--- src/dcdm_pkg.sv ---
// constants shared by the disk command decode and sector map block
package dcdm_pkg;

    // ==========================================================
    // command opcodes
    localparam logic [7:0] OP_TEST_READY    = 8'h00;
    localparam logic [7:0] OP_RECALIBRATE   = 8'h01;
    localparam logic [7:0] OP_SENSE_STATUS  = 8'h03;
    localparam logic [7:0] OP_FORMAT_DRIVE  = 8'h04;
    localparam logic [7:0] OP_CHECK_FORMAT  = 8'h05;
    localparam logic [7:0] OP_FORMAT_TRACK  = 8'h06;
    localparam logic [7:0] OP_FORMAT_BAD    = 8'h07;
    localparam logic [7:0] OP_READ_DATA     = 8'h08;
    localparam logic [7:0] OP_READ_NO_XFER  = 8'h09;
    localparam logic [7:0] OP_WRITE_DATA    = 8'h0A;
    localparam logic [7:0] OP_SEEK          = 8'h0B;
    localparam logic [7:0] OP_INIT_CHAR     = 8'h0C;
    localparam logic [7:0] OP_ECC_LENGTH    = 8'h0D;
    localparam logic [7:0] OP_FORMAT_ALT    = 8'h0E;
    localparam logic [7:0] OP_WRITE_BUFFER  = 8'h0F;
    localparam logic [7:0] OP_READ_BUFFER   = 8'h10;
    localparam logic [7:0] OP_CTRL_TYPE     = 8'h11;
    localparam logic [7:0] OP_READ_ID_PHYS  = 8'h12;
    localparam logic [7:0] OP_READ_ID_LOG   = 8'h13;
    localparam logic [7:0] OP_CHECK_ECC     = 8'h14;

    typedef enum logic [2:0] {GRP_CONTROLLER, GRP_DISK, GRP_BUFFER, GRP_TRACK, GRP_RWS, GRP_INVALID} dcdm_group_e;

    // ==========================================================
    // command string and status layout
    localparam int         CMD_BYTES        = 6;
    localparam int         CMD_IL_BYTE      = 4;
    localparam int         ST_UNIT_LSB      = 5;
    localparam int         ST_WP_BIT        = 3;
    localparam int         ST_ERR_BIT       = 1;
    localparam int         MSG_VALID_BIT    = 7;
    localparam logic [1:0] UNIT_TAPE        = 2'h2;
    localparam logic [6:0] ERR_NOT_READY    = 7'h04;
    localparam logic [6:0] ERR_INVALID_CMD  = 7'h20;
    localparam logic [6:0] ERR_BAD_IL       = 7'h21;

    // ==========================================================
    // defect map sector layout
    localparam logic [7:0] MAP_HASH_FIRST   = 8'h03;
    localparam logic [7:0] MAP_COUNT_BYTE   = 8'h03;
    localparam logic [7:0] MAP_FIRST_ENTRY  = 8'h04;
    localparam logic [7:0] MAP_LAST_BYTE    = 8'hFF;
    localparam logic [7:0] MAP_MAX_ENTRIES  = 8'h3F;
    localparam int         FLAG_WHOLE_BIT   = 0;
    localparam int         FLAG_DIAG_BIT    = 1;
    localparam int         FLAG_OS_BIT      = 2;
    localparam logic [23:0] HASH_INIT       = 24'h000000;
    localparam int         MAP_FIFO_DEPTH   = 16;

endpackage : dcdm_pkg

--- src/dcdm_fifo.sv ---
// synchronous valid/ready fifo for the interleave map stream
`timescale 1ns/1ps
module dcdm_fifo #(
    parameter int WIDTH = 16,
    parameter int DEPTH = 16
) (
    // clock and reset
    input  wire logic             clk_sys_i,
    input  wire logic             reset_i,
    input  wire logic             ce_i,
    // fill side
    input  wire logic             in_valid_i,
    input  wire logic [WIDTH-1:0] in_data_i,
    output logic                  in_ready_o,
    // drain side
    output logic                  out_valid_o,
    output logic      [WIDTH-1:0] out_data_o,
    input  wire logic             out_ready_i
);
    localparam int AW = $clog2(DEPTH);

    initial begin
        if (DEPTH < 2 || (1 << AW) != DEPTH || WIDTH < 1) begin
            $error("dcdm_fifo: depth must be a power of two of at least 2");
        end
    end

    logic [WIDTH-1:0] mem [DEPTH];
    logic [AW-1:0]    wr_ptr;
    logic [AW-1:0]    rd_ptr;
    logic [AW:0]      count;
    logic             push;
    logic             pop;

    assign in_ready_o  = (count != (AW+1)'(DEPTH));
    assign out_valid_o = (count != '0);
    assign out_data_o  = mem[rd_ptr];
    assign push        = ce_i && in_valid_i && in_ready_o;
    assign pop         = ce_i && out_valid_o && out_ready_i;

    always_ff @(posedge clk_sys_i) begin
        if (push) begin
            mem[wr_ptr] <= in_data_i;
        end
    end

    always_ff @(posedge clk_sys_i or posedge reset_i) begin
        if (reset_i) begin
            wr_ptr <= '0;
            rd_ptr <= '0;
            count  <= '0;
        end else begin
            if (push) wr_ptr <= wr_ptr + 1'b1;
            if (pop)  rd_ptr <= rd_ptr + 1'b1;
            if (push && !pop) count <= count + 1'b1;
            else if (pop && !push) count <= count - 1'b1;
        end
    end

endmodule : dcdm_fifo

--- src/dcdm_hash.sv ---
// 24-bit rolling hash over the defect map sector bytes
`timescale 1ns/1ps
module dcdm_hash (
    // clock and reset
    input  wire logic        clk_sys_i,
    input  wire logic        reset_i,
    input  wire logic        ce_i,
    // byte stream
    input  wire logic        clear_i,
    input  wire logic        byte_valid_i,
    input  wire logic [7:0]  byte_i,
    // result
    output logic      [23:0] hash_o
);
    // rotate-and-xor: cheap, and every byte position affects the result
    always_ff @(posedge clk_sys_i or posedge reset_i) begin
        if (reset_i) begin
            hash_o <= dcdm_pkg::HASH_INIT;
        end else if (ce_i) begin
            if (clear_i) begin
                hash_o <= dcdm_pkg::HASH_INIT;
            end else if (byte_valid_i) begin
                hash_o <= {hash_o[22:0], hash_o[23]} ^ {16'h0000, byte_i};
            end
        end
    end

endmodule : dcdm_hash

--- src/dcdm_top.sv ---
// disk command decode, interleave map, address math and defect map check
//
// How it works
// - opcodes 00, 03, 0C, 11 decode to the controller group.
// - opcodes 01, 04 entire disk; 05, 06, 07, 0E track and format group.
// - 08, 09, 0A, 0B decode to the read, write and seek group.
// - 0D, 12, 13, 14 read/write group; 0F and 10 buffer group.
// - format maps logical n to physical (n * interleave) mod sectors, stepping to the next free slot on a common factor.
// - read buffer not drained by next logical sector forces a revolution wait.
// - logical address is ((cylinder * heads) + head) * sectors + sector.
// - next to last cylinder holds the defect map and its copies.
// - defects on the map cylinder ignored; failed map read moves to copy track.
// - map sector holds four byte header and at most 63 entries.
// - header bytes 0..2 hash least significant first, byte 3 entry count.
// - hash covers sector bytes 3 through 255.
// - entry bytes 0..2 track most significant first, byte 3 error flag.
// - linear track is cylinder * heads plus head.
// - flag bit 0 whole track, bit 1 diagnostic, bit 2 operating system.
// - drive-ready test checks the selected unit and reports in status.
// - all drive status correct clears error flag, message 00.
// - any drive status wrong sets error flag, message holds error code.
// - status byte has unit in bits 6..5, write protect 3, error 1.
`timescale 1ns/1ps
module dcdm_top (
    // clock and reset
    input  wire logic        clk_sys_i,
    input  wire logic        reset_i,
    input  wire logic        ce_i,
    // command bytes from host
    input  wire logic        cmd_valid_i,
    input  wire logic [7:0]  cmd_byte_i,
    output logic             cmd_ready_o,
    // completion
    output logic             done_o,
    output logic [7:0]       status_byte_o,
    output logic [7:0]       message_byte_o,
    output dcdm_pkg::dcdm_group_e group_o,
    output logic [7:0]       opcode_o,
    // drive geometry
    input  wire logic [15:0] cylinders_i,
    input  wire logic [7:0]  heads_per_cylinder_i,
    input  wire logic [7:0]  sectors_per_track_i,
    // drive pins
    input  wire logic [2:0]  unit_ready_i,
    input  wire logic [1:0]  write_protect_i,
    input  wire logic        sector_mark_i,
    // address math
    input  wire logic [15:0] cylinder_index_i,
    input  wire logic [7:0]  head_index_i,
    input  wire logic [7:0]  sector_index_i,
    output logic [31:0]      logical_addr_o,
    output logic [23:0]      linear_track_o,
    output logic             on_map_cylinder_o,
    // interleave map stream
    output logic             map_valid_o,
    output logic [7:0]       map_logical_o,
    output logic [7:0]       map_physical_o,
    input  wire logic        map_ready_i,
    // read pacing
    input  wire logic        buf_loaded_i,
    input  wire logic        host_drained_i,
    output logic             rev_wait_o,
    // defect map sector
    input  wire logic        dm_start_i,
    input  wire logic        dm_valid_i,
    input  wire logic [7:0]  dm_byte_i,
    input  wire logic        dm_read_fail_i,
    output logic             dm_done_o,
    output logic             dm_ok_o,
    output logic             defect_hit_o,
    output logic [2:0]       defect_flags_o,
    output logic [7:0]       copy_head_o
);
    typedef enum logic [2:0] {ST_IDLE, ST_COLLECT, ST_EXEC, ST_MAP, ST_DONE} dcdm_state_e;

    dcdm_state_e state;
    logic [7:0]  cmd [dcdm_pkg::CMD_BYTES];
    logic [2:0]  cmd_idx;
    logic [2:0]  ready_s1, ready_s2;
    logic [1:0]  wp_s1, wp_s2;
    logic        mark_s1, mark_s2, mark_s3;
    logic        mark_rise;
    logic [1:0]  unit;
    dcdm_pkg::dcdm_group_e next_group;
    logic        is_format;

    // ==========================================================
    // pin synchronisers
    always_ff @(posedge clk_sys_i or posedge reset_i) begin
        if (reset_i) begin
            ready_s1 <= 3'h0;
            ready_s2 <= 3'h0;
            wp_s1    <= 2'h0;
            wp_s2    <= 2'h0;
            mark_s1  <= 1'b0;
            mark_s2  <= 1'b0;
            mark_s3  <= 1'b0;
        end else if (ce_i) begin
            ready_s1 <= unit_ready_i;
            ready_s2 <= ready_s1;
            wp_s1    <= write_protect_i;
            wp_s2    <= wp_s1;
            mark_s1  <= sector_mark_i;
            mark_s2  <= mark_s1;
            mark_s3  <= mark_s2;
        end
    end
    assign mark_rise = mark_s2 && !mark_s3;

    // ==========================================================
    // opcode decode
    always_comb begin
        case (cmd[0])
            dcdm_pkg::OP_TEST_READY, dcdm_pkg::OP_SENSE_STATUS,
            dcdm_pkg::OP_INIT_CHAR, dcdm_pkg::OP_CTRL_TYPE:     next_group = dcdm_pkg::GRP_CONTROLLER;
            dcdm_pkg::OP_FORMAT_DRIVE, dcdm_pkg::OP_RECALIBRATE: next_group = dcdm_pkg::GRP_DISK;
            dcdm_pkg::OP_CHECK_FORMAT, dcdm_pkg::OP_FORMAT_TRACK,
            dcdm_pkg::OP_FORMAT_BAD, dcdm_pkg::OP_FORMAT_ALT:    next_group = dcdm_pkg::GRP_TRACK;
            dcdm_pkg::OP_WRITE_BUFFER, dcdm_pkg::OP_READ_BUFFER: next_group = dcdm_pkg::GRP_BUFFER;
            dcdm_pkg::OP_READ_DATA, dcdm_pkg::OP_READ_NO_XFER,
            dcdm_pkg::OP_WRITE_DATA, dcdm_pkg::OP_SEEK:          next_group = dcdm_pkg::GRP_RWS;
            dcdm_pkg::OP_ECC_LENGTH, dcdm_pkg::OP_READ_ID_PHYS,
            dcdm_pkg::OP_READ_ID_LOG, dcdm_pkg::OP_CHECK_ECC:    next_group = dcdm_pkg::GRP_RWS;
            default:                                             next_group = dcdm_pkg::GRP_INVALID;
        endcase
    end

    assign unit      = cmd[1][6:5];
    assign is_format = (cmd[0] == dcdm_pkg::OP_FORMAT_DRIVE) || (cmd[0] == dcdm_pkg::OP_FORMAT_TRACK)
                    || (cmd[0] == dcdm_pkg::OP_FORMAT_BAD) || (cmd[0] == dcdm_pkg::OP_FORMAT_ALT);

    // ==========================================================
    // interleave generator
    logic [7:0] il;
    logic [7:0] gen_n;
    logic [7:0] gen_pos;
    logic [7:0] gen_cycle;
    logic [8:0] sum;
    logic [7:0] next_pos;
    logic       gen_push;
    logic       gen_last;
    logic       fifo_in_ready;
    logic [15:0] fifo_out;

    assign il       = cmd[dcdm_pkg::CMD_IL_BYTE];
    assign sum      = {1'b0, gen_pos} + {1'b0, il};
    assign gen_push = (state == ST_MAP) && fifo_in_ready;
    assign gen_last = (gen_n == sectors_per_track_i - 8'h01);

    // wrap modulo sectors; on a common factor, step to the next free slot
    always_comb begin
        next_pos = (sum >= {1'b0, sectors_per_track_i}) ? 8'(sum - {1'b0, sectors_per_track_i}) : sum[7:0];
        if (next_pos == gen_cycle) begin
            next_pos = gen_cycle + 8'h01;
        end
    end

    always_ff @(posedge clk_sys_i or posedge reset_i) begin
        if (reset_i) begin
            gen_n     <= 8'h00;
            gen_pos   <= 8'h00;
            gen_cycle <= 8'h00;
        end else if (ce_i) begin
            if (state != ST_MAP) begin
                gen_n     <= 8'h00;
                gen_pos   <= 8'h00;
                gen_cycle <= 8'h00;
            end else if (gen_push) begin
                gen_n   <= gen_n + 8'h01;
                gen_pos <= next_pos;
                if (next_pos == gen_cycle + 8'h01) begin
                    gen_cycle <= next_pos;
                end
            end
        end
    end

    dcdm_fifo #(
        .WIDTH (16),
        .DEPTH (dcdm_pkg::MAP_FIFO_DEPTH)
    ) u_map_fifo (
        .clk_sys_i   (clk_sys_i),
        .reset_i     (reset_i),
        .ce_i        (ce_i),
        .in_valid_i  (gen_push),
        .in_data_i   ({gen_n, gen_pos}),
        .in_ready_o  (fifo_in_ready),
        .out_valid_o (map_valid_o),
        .out_data_o  (fifo_out),
        .out_ready_i (map_ready_i)
    );
    assign map_logical_o  = fifo_out[15:8];
    assign map_physical_o = fifo_out[7:0];

    // ==========================================================
    // command sequencer and completion status
    always_ff @(posedge clk_sys_i or posedge reset_i) begin
        if (reset_i) begin
            state          <= ST_IDLE;
            cmd_idx        <= 3'h0;
            done_o         <= 1'b0;
            status_byte_o  <= 8'h00;
            message_byte_o <= 8'h00;
            group_o        <= dcdm_pkg::GRP_INVALID;
            opcode_o       <= 8'h00;
            for (int i = 0; i < dcdm_pkg::CMD_BYTES; i++) cmd[i] <= 8'h00;
        end else if (ce_i) begin
            done_o <= 1'b0;
            case (state)
                ST_IDLE, ST_COLLECT: begin
                    if (cmd_valid_i) begin
                        cmd[cmd_idx] <= cmd_byte_i;
                        state        <= ST_COLLECT;
                        if (cmd_idx == 3'(dcdm_pkg::CMD_BYTES - 1)) begin
                            cmd_idx <= 3'h0;
                            state   <= ST_EXEC;
                        end else begin
                            cmd_idx <= cmd_idx + 3'h1;
                        end
                    end
                end
                ST_EXEC: begin
                    group_o       <= next_group;
                    opcode_o      <= cmd[0];
                    status_byte_o <= 8'h00;
                    status_byte_o[dcdm_pkg::ST_UNIT_LSB +: 2] <= unit;
                    status_byte_o[dcdm_pkg::ST_WP_BIT] <= (unit != dcdm_pkg::UNIT_TAPE) && wp_s2[unit[0]];
                    message_byte_o <= 8'h00;
                    state          <= ST_DONE;
                    if (next_group == dcdm_pkg::GRP_INVALID) begin
                        status_byte_o[dcdm_pkg::ST_ERR_BIT] <= 1'b1;
                        message_byte_o <= {1'b1, dcdm_pkg::ERR_INVALID_CMD};
                    end else if (cmd[0] == dcdm_pkg::OP_TEST_READY && (unit == 2'h3 || !ready_s2[unit])) begin
                        status_byte_o[dcdm_pkg::ST_ERR_BIT] <= 1'b1;
                        message_byte_o <= {1'b1, dcdm_pkg::ERR_NOT_READY};
                    end else if (is_format && (il >= sectors_per_track_i)) begin
                        // out-of-range factor would never land every sector
                        status_byte_o[dcdm_pkg::ST_ERR_BIT] <= 1'b1;
                        message_byte_o <= {1'b1, dcdm_pkg::ERR_BAD_IL};
                    end else if (is_format) begin
                        state <= ST_MAP;
                    end
                end
                ST_MAP: begin
                    if (gen_push && gen_last) begin
                        state <= ST_DONE;
                    end
                end
                default: begin
                    done_o <= 1'b1;
                    state  <= ST_IDLE;
                end
            endcase
        end
    end
    assign cmd_ready_o = (state == ST_IDLE) || (state == ST_COLLECT);

    // ==========================================================
    // address math
    logic [23:0] lin_track;
    logic [15:0] map_cyl;
    assign lin_track = 24'({8'h00, cylinder_index_i} * {16'h0000, heads_per_cylinder_i})
        + {16'h0000, head_index_i};
    assign map_cyl   = cylinders_i - 16'h0002;

    always_ff @(posedge clk_sys_i or posedge reset_i) begin
        if (reset_i) begin
            logical_addr_o    <= 32'h00000000;
            linear_track_o    <= 24'h000000;
            on_map_cylinder_o <= 1'b0;
        end else if (ce_i) begin
            logical_addr_o    <= 32'({8'h00, lin_track} * {24'h000000, sectors_per_track_i})
                + {24'h000000, sector_index_i};
            linear_track_o    <= lin_track;
            on_map_cylinder_o <= (cylinder_index_i == map_cyl);
        end
    end

    // ==========================================================
    // read pacing: next logical sector is il marks after the load
    logic       pace_busy;
    logic [8:0] pace_cnt;
    always_ff @(posedge clk_sys_i or posedge reset_i) begin
        if (reset_i) begin
            pace_busy  <= 1'b0;
            pace_cnt   <= 9'h000;
            rev_wait_o <= 1'b0;
        end else if (ce_i) begin
            if (buf_loaded_i) begin
                pace_busy  <= 1'b1;
                pace_cnt   <= 9'h000;
                rev_wait_o <= 1'b0;
            end else if (host_drained_i && !rev_wait_o) begin
                pace_busy <= 1'b0;
            end else if (pace_busy && mark_rise) begin
                pace_cnt <= pace_cnt + 9'h001;
                if (!rev_wait_o && pace_cnt + 9'h001 == {1'b0, il}) begin
                    rev_wait_o <= 1'b1;
                    pace_cnt   <= 9'h000;
                end else if (rev_wait_o && pace_cnt + 9'h001 == {1'b0, sectors_per_track_i}) begin
                    rev_wait_o <= 1'b0;
                    pace_busy  <= 1'b0;
                end
            end
        end
    end

    // ==========================================================
    // defect map sector parser
    logic [7:0]  dm_idx;
    logic [23:0] dm_stored;
    logic [7:0]  dm_count;
    logic [7:0]  dm_entry;
    logic [23:0] dm_track;
    logic        dm_final;
    logic [23:0] dm_hash;
    assign dm_entry = 8'((dm_idx - dcdm_pkg::MAP_FIRST_ENTRY) >> 2);

    dcdm_hash u_hash (
        .clk_sys_i    (clk_sys_i),
        .reset_i      (reset_i),
        .ce_i         (ce_i),
        .clear_i      (dm_start_i),
        .byte_valid_i (dm_valid_i && dm_idx >= dcdm_pkg::MAP_HASH_FIRST),
        .byte_i       (dm_byte_i),
        .hash_o       (dm_hash)
    );

    always_ff @(posedge clk_sys_i or posedge reset_i) begin
        if (reset_i) begin
            dm_idx         <= 8'h00;
            dm_stored      <= 24'h000000;
            dm_count       <= 8'h00;
            dm_track       <= 24'h000000;
            dm_final       <= 1'b0;
            dm_done_o      <= 1'b0;
            dm_ok_o        <= 1'b0;
            defect_hit_o   <= 1'b0;
            defect_flags_o <= 3'h0;
        end else if (ce_i) begin
            dm_final  <= 1'b0;
            dm_done_o <= dm_final;
            if (dm_final) begin
                dm_ok_o <= (dm_hash == dm_stored) && (dm_count <= dcdm_pkg::MAP_MAX_ENTRIES);
            end
            if (dm_start_i) begin
                dm_idx       <= 8'h00;
                defect_hit_o <= 1'b0;
                dm_ok_o      <= 1'b0;
            end else if (dm_valid_i) begin
                dm_idx <= dm_idx + 8'h01;
                if (dm_idx < dcdm_pkg::MAP_COUNT_BYTE) begin
                    dm_stored[dm_idx[1:0]*8 +: 8] <= dm_byte_i;
                end else if (dm_idx == dcdm_pkg::MAP_COUNT_BYTE) begin
                    dm_count <= dm_byte_i;
                end else if (dm_idx[1:0] != 2'h3) begin
                    dm_track[(2 - dm_idx[1:0])*8 +: 8] <= dm_byte_i;
                end else if (dm_entry < dm_count && dm_track == linear_track_o && !on_map_cylinder_o) begin
                    defect_hit_o   <= 1'b1;
                    defect_flags_o <= {dm_byte_i[dcdm_pkg::FLAG_OS_BIT], dm_byte_i[dcdm_pkg::FLAG_DIAG_BIT],
                                       dm_byte_i[dcdm_pkg::FLAG_WHOLE_BIT]};
                end
                if (dm_idx == dcdm_pkg::MAP_LAST_BYTE) begin
                    dm_final <= 1'b1;
                end
            end
        end
    end

    // unreadable map sector: same sector number on the next copy track
    always_ff @(posedge clk_sys_i or posedge reset_i) begin
        if (reset_i) begin
            copy_head_o <= 8'h00;
        end else if (ce_i) begin
            if (state == ST_EXEC) begin
                copy_head_o <= 8'h00;
            end else if (dm_read_fail_i) begin
                copy_head_o <= (copy_head_o + 8'h01 >= heads_per_cylinder_i) ? 8'h00 : copy_head_o + 8'h01;
            end
        end
    end

endmodule : dcdm_top

--- config.mk ---
export PLATFORM = sky130hd
export DESIGN_NAME = dcdm_top
export DESIGN_NICKNAME = d
export VERILOG_FILES = /design/src/dcdm_pkg.sv /design/src/dcdm_fifo.sv /design/src/dcdm_hash.sv /design/src/dcdm_top.sv
export SDC_FILE = /design/constraint.sdc
export NUM_CORES = 2
export LEC_CHECK = 0
export BUFFER_PORTS_ARGS = -buffer_cell sky130_fd_sc_hd__buf_2
export CAP_MARGIN = 0
export CORE_MARGIN = 2
export CORE_UTILIZATION = 40
export DETAILED_ROUTE_END_ITERATION = 6
export SYNTH_ARGS = -nofsm -noshare
export SYNTH_HDL_FRONTEND = slang
export SYNTH_HIERARCHICAL = 1
export SYNTH_SLANG_ARGS = --single-unit
--- constraint.sdc ---
create_clock -name clk_sys_i -period 16.4 [get_ports clk_sys_i]
set_input_delay 4.1 -clock clk_sys_i [delete_from_list [all_inputs] [get_ports clk_sys_i]]
set_output_delay 4.1 -clock clk_sys_i [all_outputs]
set_load 0.005 [all_outputs]
==> flow_summary.ini <==
[critical_path]
critPathTopFamily = adder cells
path_class = in2reg
max_stage_delay_ps = 660
ff2ff_setup_slack_ps = 11010
slowest_stage = a21oi_1
cp.arrival_ps = 13450
cp-start-kind = input pin
crit_top_cell = fa_1
cp.required_ps = 16910
worstPathMaxFanout = 16
crit_path_end_kind = register
cp_num_buf_inv = 7

[logic_synthesis]
synth_seq_area_share_pct = 39.8
syn_area_per_cell_um2 = 10.9
synthesis.area_um2 = 36000
synth.distinct_cells = 112
postSynth.asyncResetShare_pct = 50.8
netlist_instances = 3311
synth_edf_count = 256
synth.ff_latch_count = 520
synth_flop_cell = dfrtp_1
yosys_warnings = 6

[floorplan]
die_area_um2 = 92300
rows = 109
die_w_um = 304
io-pin-count = 214
initial_utilization_pct = 40.5
core_area_um2 = 88800
die_y_um = 304

[layout]
final_layout_size_suffix_gt1_share_pct = 15.0
fin_area_um2 = 40000
layout_common_cells = inv_1, nand2_1, dfrtp_1, edfxtp_1, fa_1
fillerInstances = 8290
final_common_cell = inv_1
fin_nets = 3982
syn_to_final_growth_pct = 11.1

[sta]
tns_ps = 0
skew_ps = 20.3
fmax_mhz = 77.2
worst_slew_pin_slew_ps = 1250
setup_viol = 0
drv_slew = 0
hold_violations = 0
timing.final.crit_share_pct = 79.0
relSlewSlack_pct = 16.4
rsz0062_at_grt = false
min_period_ps = 12950

[run]
max_cap_viol_count = 0

[clock_network]
cts_setup_buffers = 0
cts.sinks = 520
cts_buffers = 56
cts-htree-levels = 2
clock-root-buffer = clkbuf_16
cts_tree = yes
path_clk_slew_ps = 60
clock_path_buffers = 3
cts_resized = 0
hold_buffers = 0
clkLatencyLatePin_ps = 630

[drt]
vias = 24700
ant_nets = 0
drt_first_pass_iters = 5
drt_wl_total_mm = 89.5
drtIter0Drc = 1429
wire_per_inst_um = 19.1
drc = 0
avgViaCountPerCell = 5.27

[grt]
top_usage_layer = met2
grt_use_met1_pct = 26.0
grt_pass1_vias = 25500
grt_usage_pct = 19.7
grt_overflow = 0
use_met2_pct = 32.8
grtUsageMet3_pct = 3.83
grt_max_degree = 89
antenna_found_initial = 1
grt_pass1_wl_mm = 145

[placement]
place_area_um2 = 38000
io_buffers = 205
dp_hpwl_mm = 65.3
place.gp.congestion = 0.860

[worst_hold_path]
hold_path_class = reg2reg

[status]
status = finished, final reports clean
-- path summary, 6_finish.rpt --
check / depth (start not counted) / startpoint / endpoint
min in group asynchronous: 2 / reset_i / u_map_fifo/rd_ptr[0]
max in group asynchronous: 3 / reset_i / gen_cycle[1]
hold reg to reg: 2 / group_o[0] / group_o[0]
setup / recovery: 33 / heads_per_cylinder_i[1] / logical_addr_o[29]
setup reg to reg: 15 / gen_pos[0] / gen_cycle[2]
hold / removal: 2 / group_o[0] / group_o[0]
-- routing by layer --
metal,routed length [µm],vias up
met5,13,-
met4,2420,2
met3,5120,124
met2,42700,571
met1,39300,12300
li1,-,11700
-- through the flow --
step	hold WS [ps]	instances	utilization, %	setup slack, ps
floorplan	448	3318	-	3820
global placement	450	4574	42.8	2950
detailed placement	454	4574	42.8	2850
CTS	464	4678	45.0	3480
global route	484	4678	45.0	2790
finish	460	4679	45.0	3450
-- cell usage after synthesis, types with 19 or more instances --
| cell type | number | share of area [%] |
|---|---|---|
| mux4_2 | 32 | 2.0 |
| nand4_1 | 29 | 0.50 |
| o211ai_1 | 23 | 0.48 |
| nor3_1 | 73 | 1.0 |
| fa_1 | 235 | 13 |
| and2_1 | 187 | 3.3 |
| nand2_1 | 344 | 3.6 |
| a31oi_1 | 31 | 0.54 |
| a21o_1 | 31 | 0.65 |
| ha_1 | 184 | 6.4 |
| o21ai_0 | 126 | 1.8 |
| xor2_1 | 88 | 2.1 |
| a22o_1 | 44 | 1.1 |
| nand2b_1 | 27 | 0.47 |
| inv_1 | 393 | 4.1 |
| a21oi_1 | 73 | 1.0 |
| dfrtp_1 | 262 | 18 |
| nor2_1 | 114 | 1.2 |
| xnor2_1 | 108 | 2.6 |
| edfxtp_1 | 256 | 21 |
| nor4_1 | 19 | 0.33 |
| clkbuf_1 | 89 | 0.93 |
| and3_1 | 19 | 0.33 |
| nand3_1 | 54 | 0.75 |
| mux2i_1 | 41 | 1.1 |
| mux2_2 | 120 | 3.8 |
| o22ai_1 | 23 | 0.40 |
-- cell type report --
cell class	count	area [µm²]	area share, %
multi-input combinational	2262	19500	48.9
sequential	520	14300	35.8
clock buffer	69	1510	3.78
inverter	398	1500	3.76
tap	1165	1460	3.65
timing repair buffer	229	1210	3.02
clock inverter	35	448	1.12
antenna	1	2.50	0.00626
-- sequential cells by signal, summed over array words and instances, names as in the netlist, 5 cells and up --
signal            cells
cmd                  10
copy_head_o           8
dm_count              8
dm_idx                8
dm_stored            24
dm_track             24
gen_cycle             8
gen_n                 8
gen_pos               8
il                    8
linear_track_o       24
logical_addr_o       32
opcode_o              8
pace_cnt              9
u_hash/hash_o        24
u_map_fifo/count      5
u_map_fifo/mem      256
-- kinds of logic (layout without fill, tap and decap cells) --
family,after synthesis,count (layout),share of synthesized area [%]
AND/OR/NAND/NOR,941,941,13.1
buffers and inverters,536,731,6.01
flip-flops,520,520,39.8
AO/OA/AOI/OAI,500,500,9.71
adder cells (fa/ha/maj),419,419,19.5
XOR/XNOR,198,198,4.90
multiplexers,196,196,7.04
other,1,9,0.0104
-- worst reg2reg max path, cell delays in order, from the launching register on --
cell and delay, ps:
dfrtp_1 600, ha_1 350, fa_1 450, a211oi_2 330, nor3_1 100, nand4b_1 360
ha_1 520, nand4_1 140, o21ai_1 320, a31oi_4 130, or4_4 560, a31oi_1 210
o2111a_2 260, and3_1 460, o311ai_0 240, a32o_1 270
Power is not shown: default switching activity piles up to over one toggle a cycle in this logic, so the estimate is an artifact.
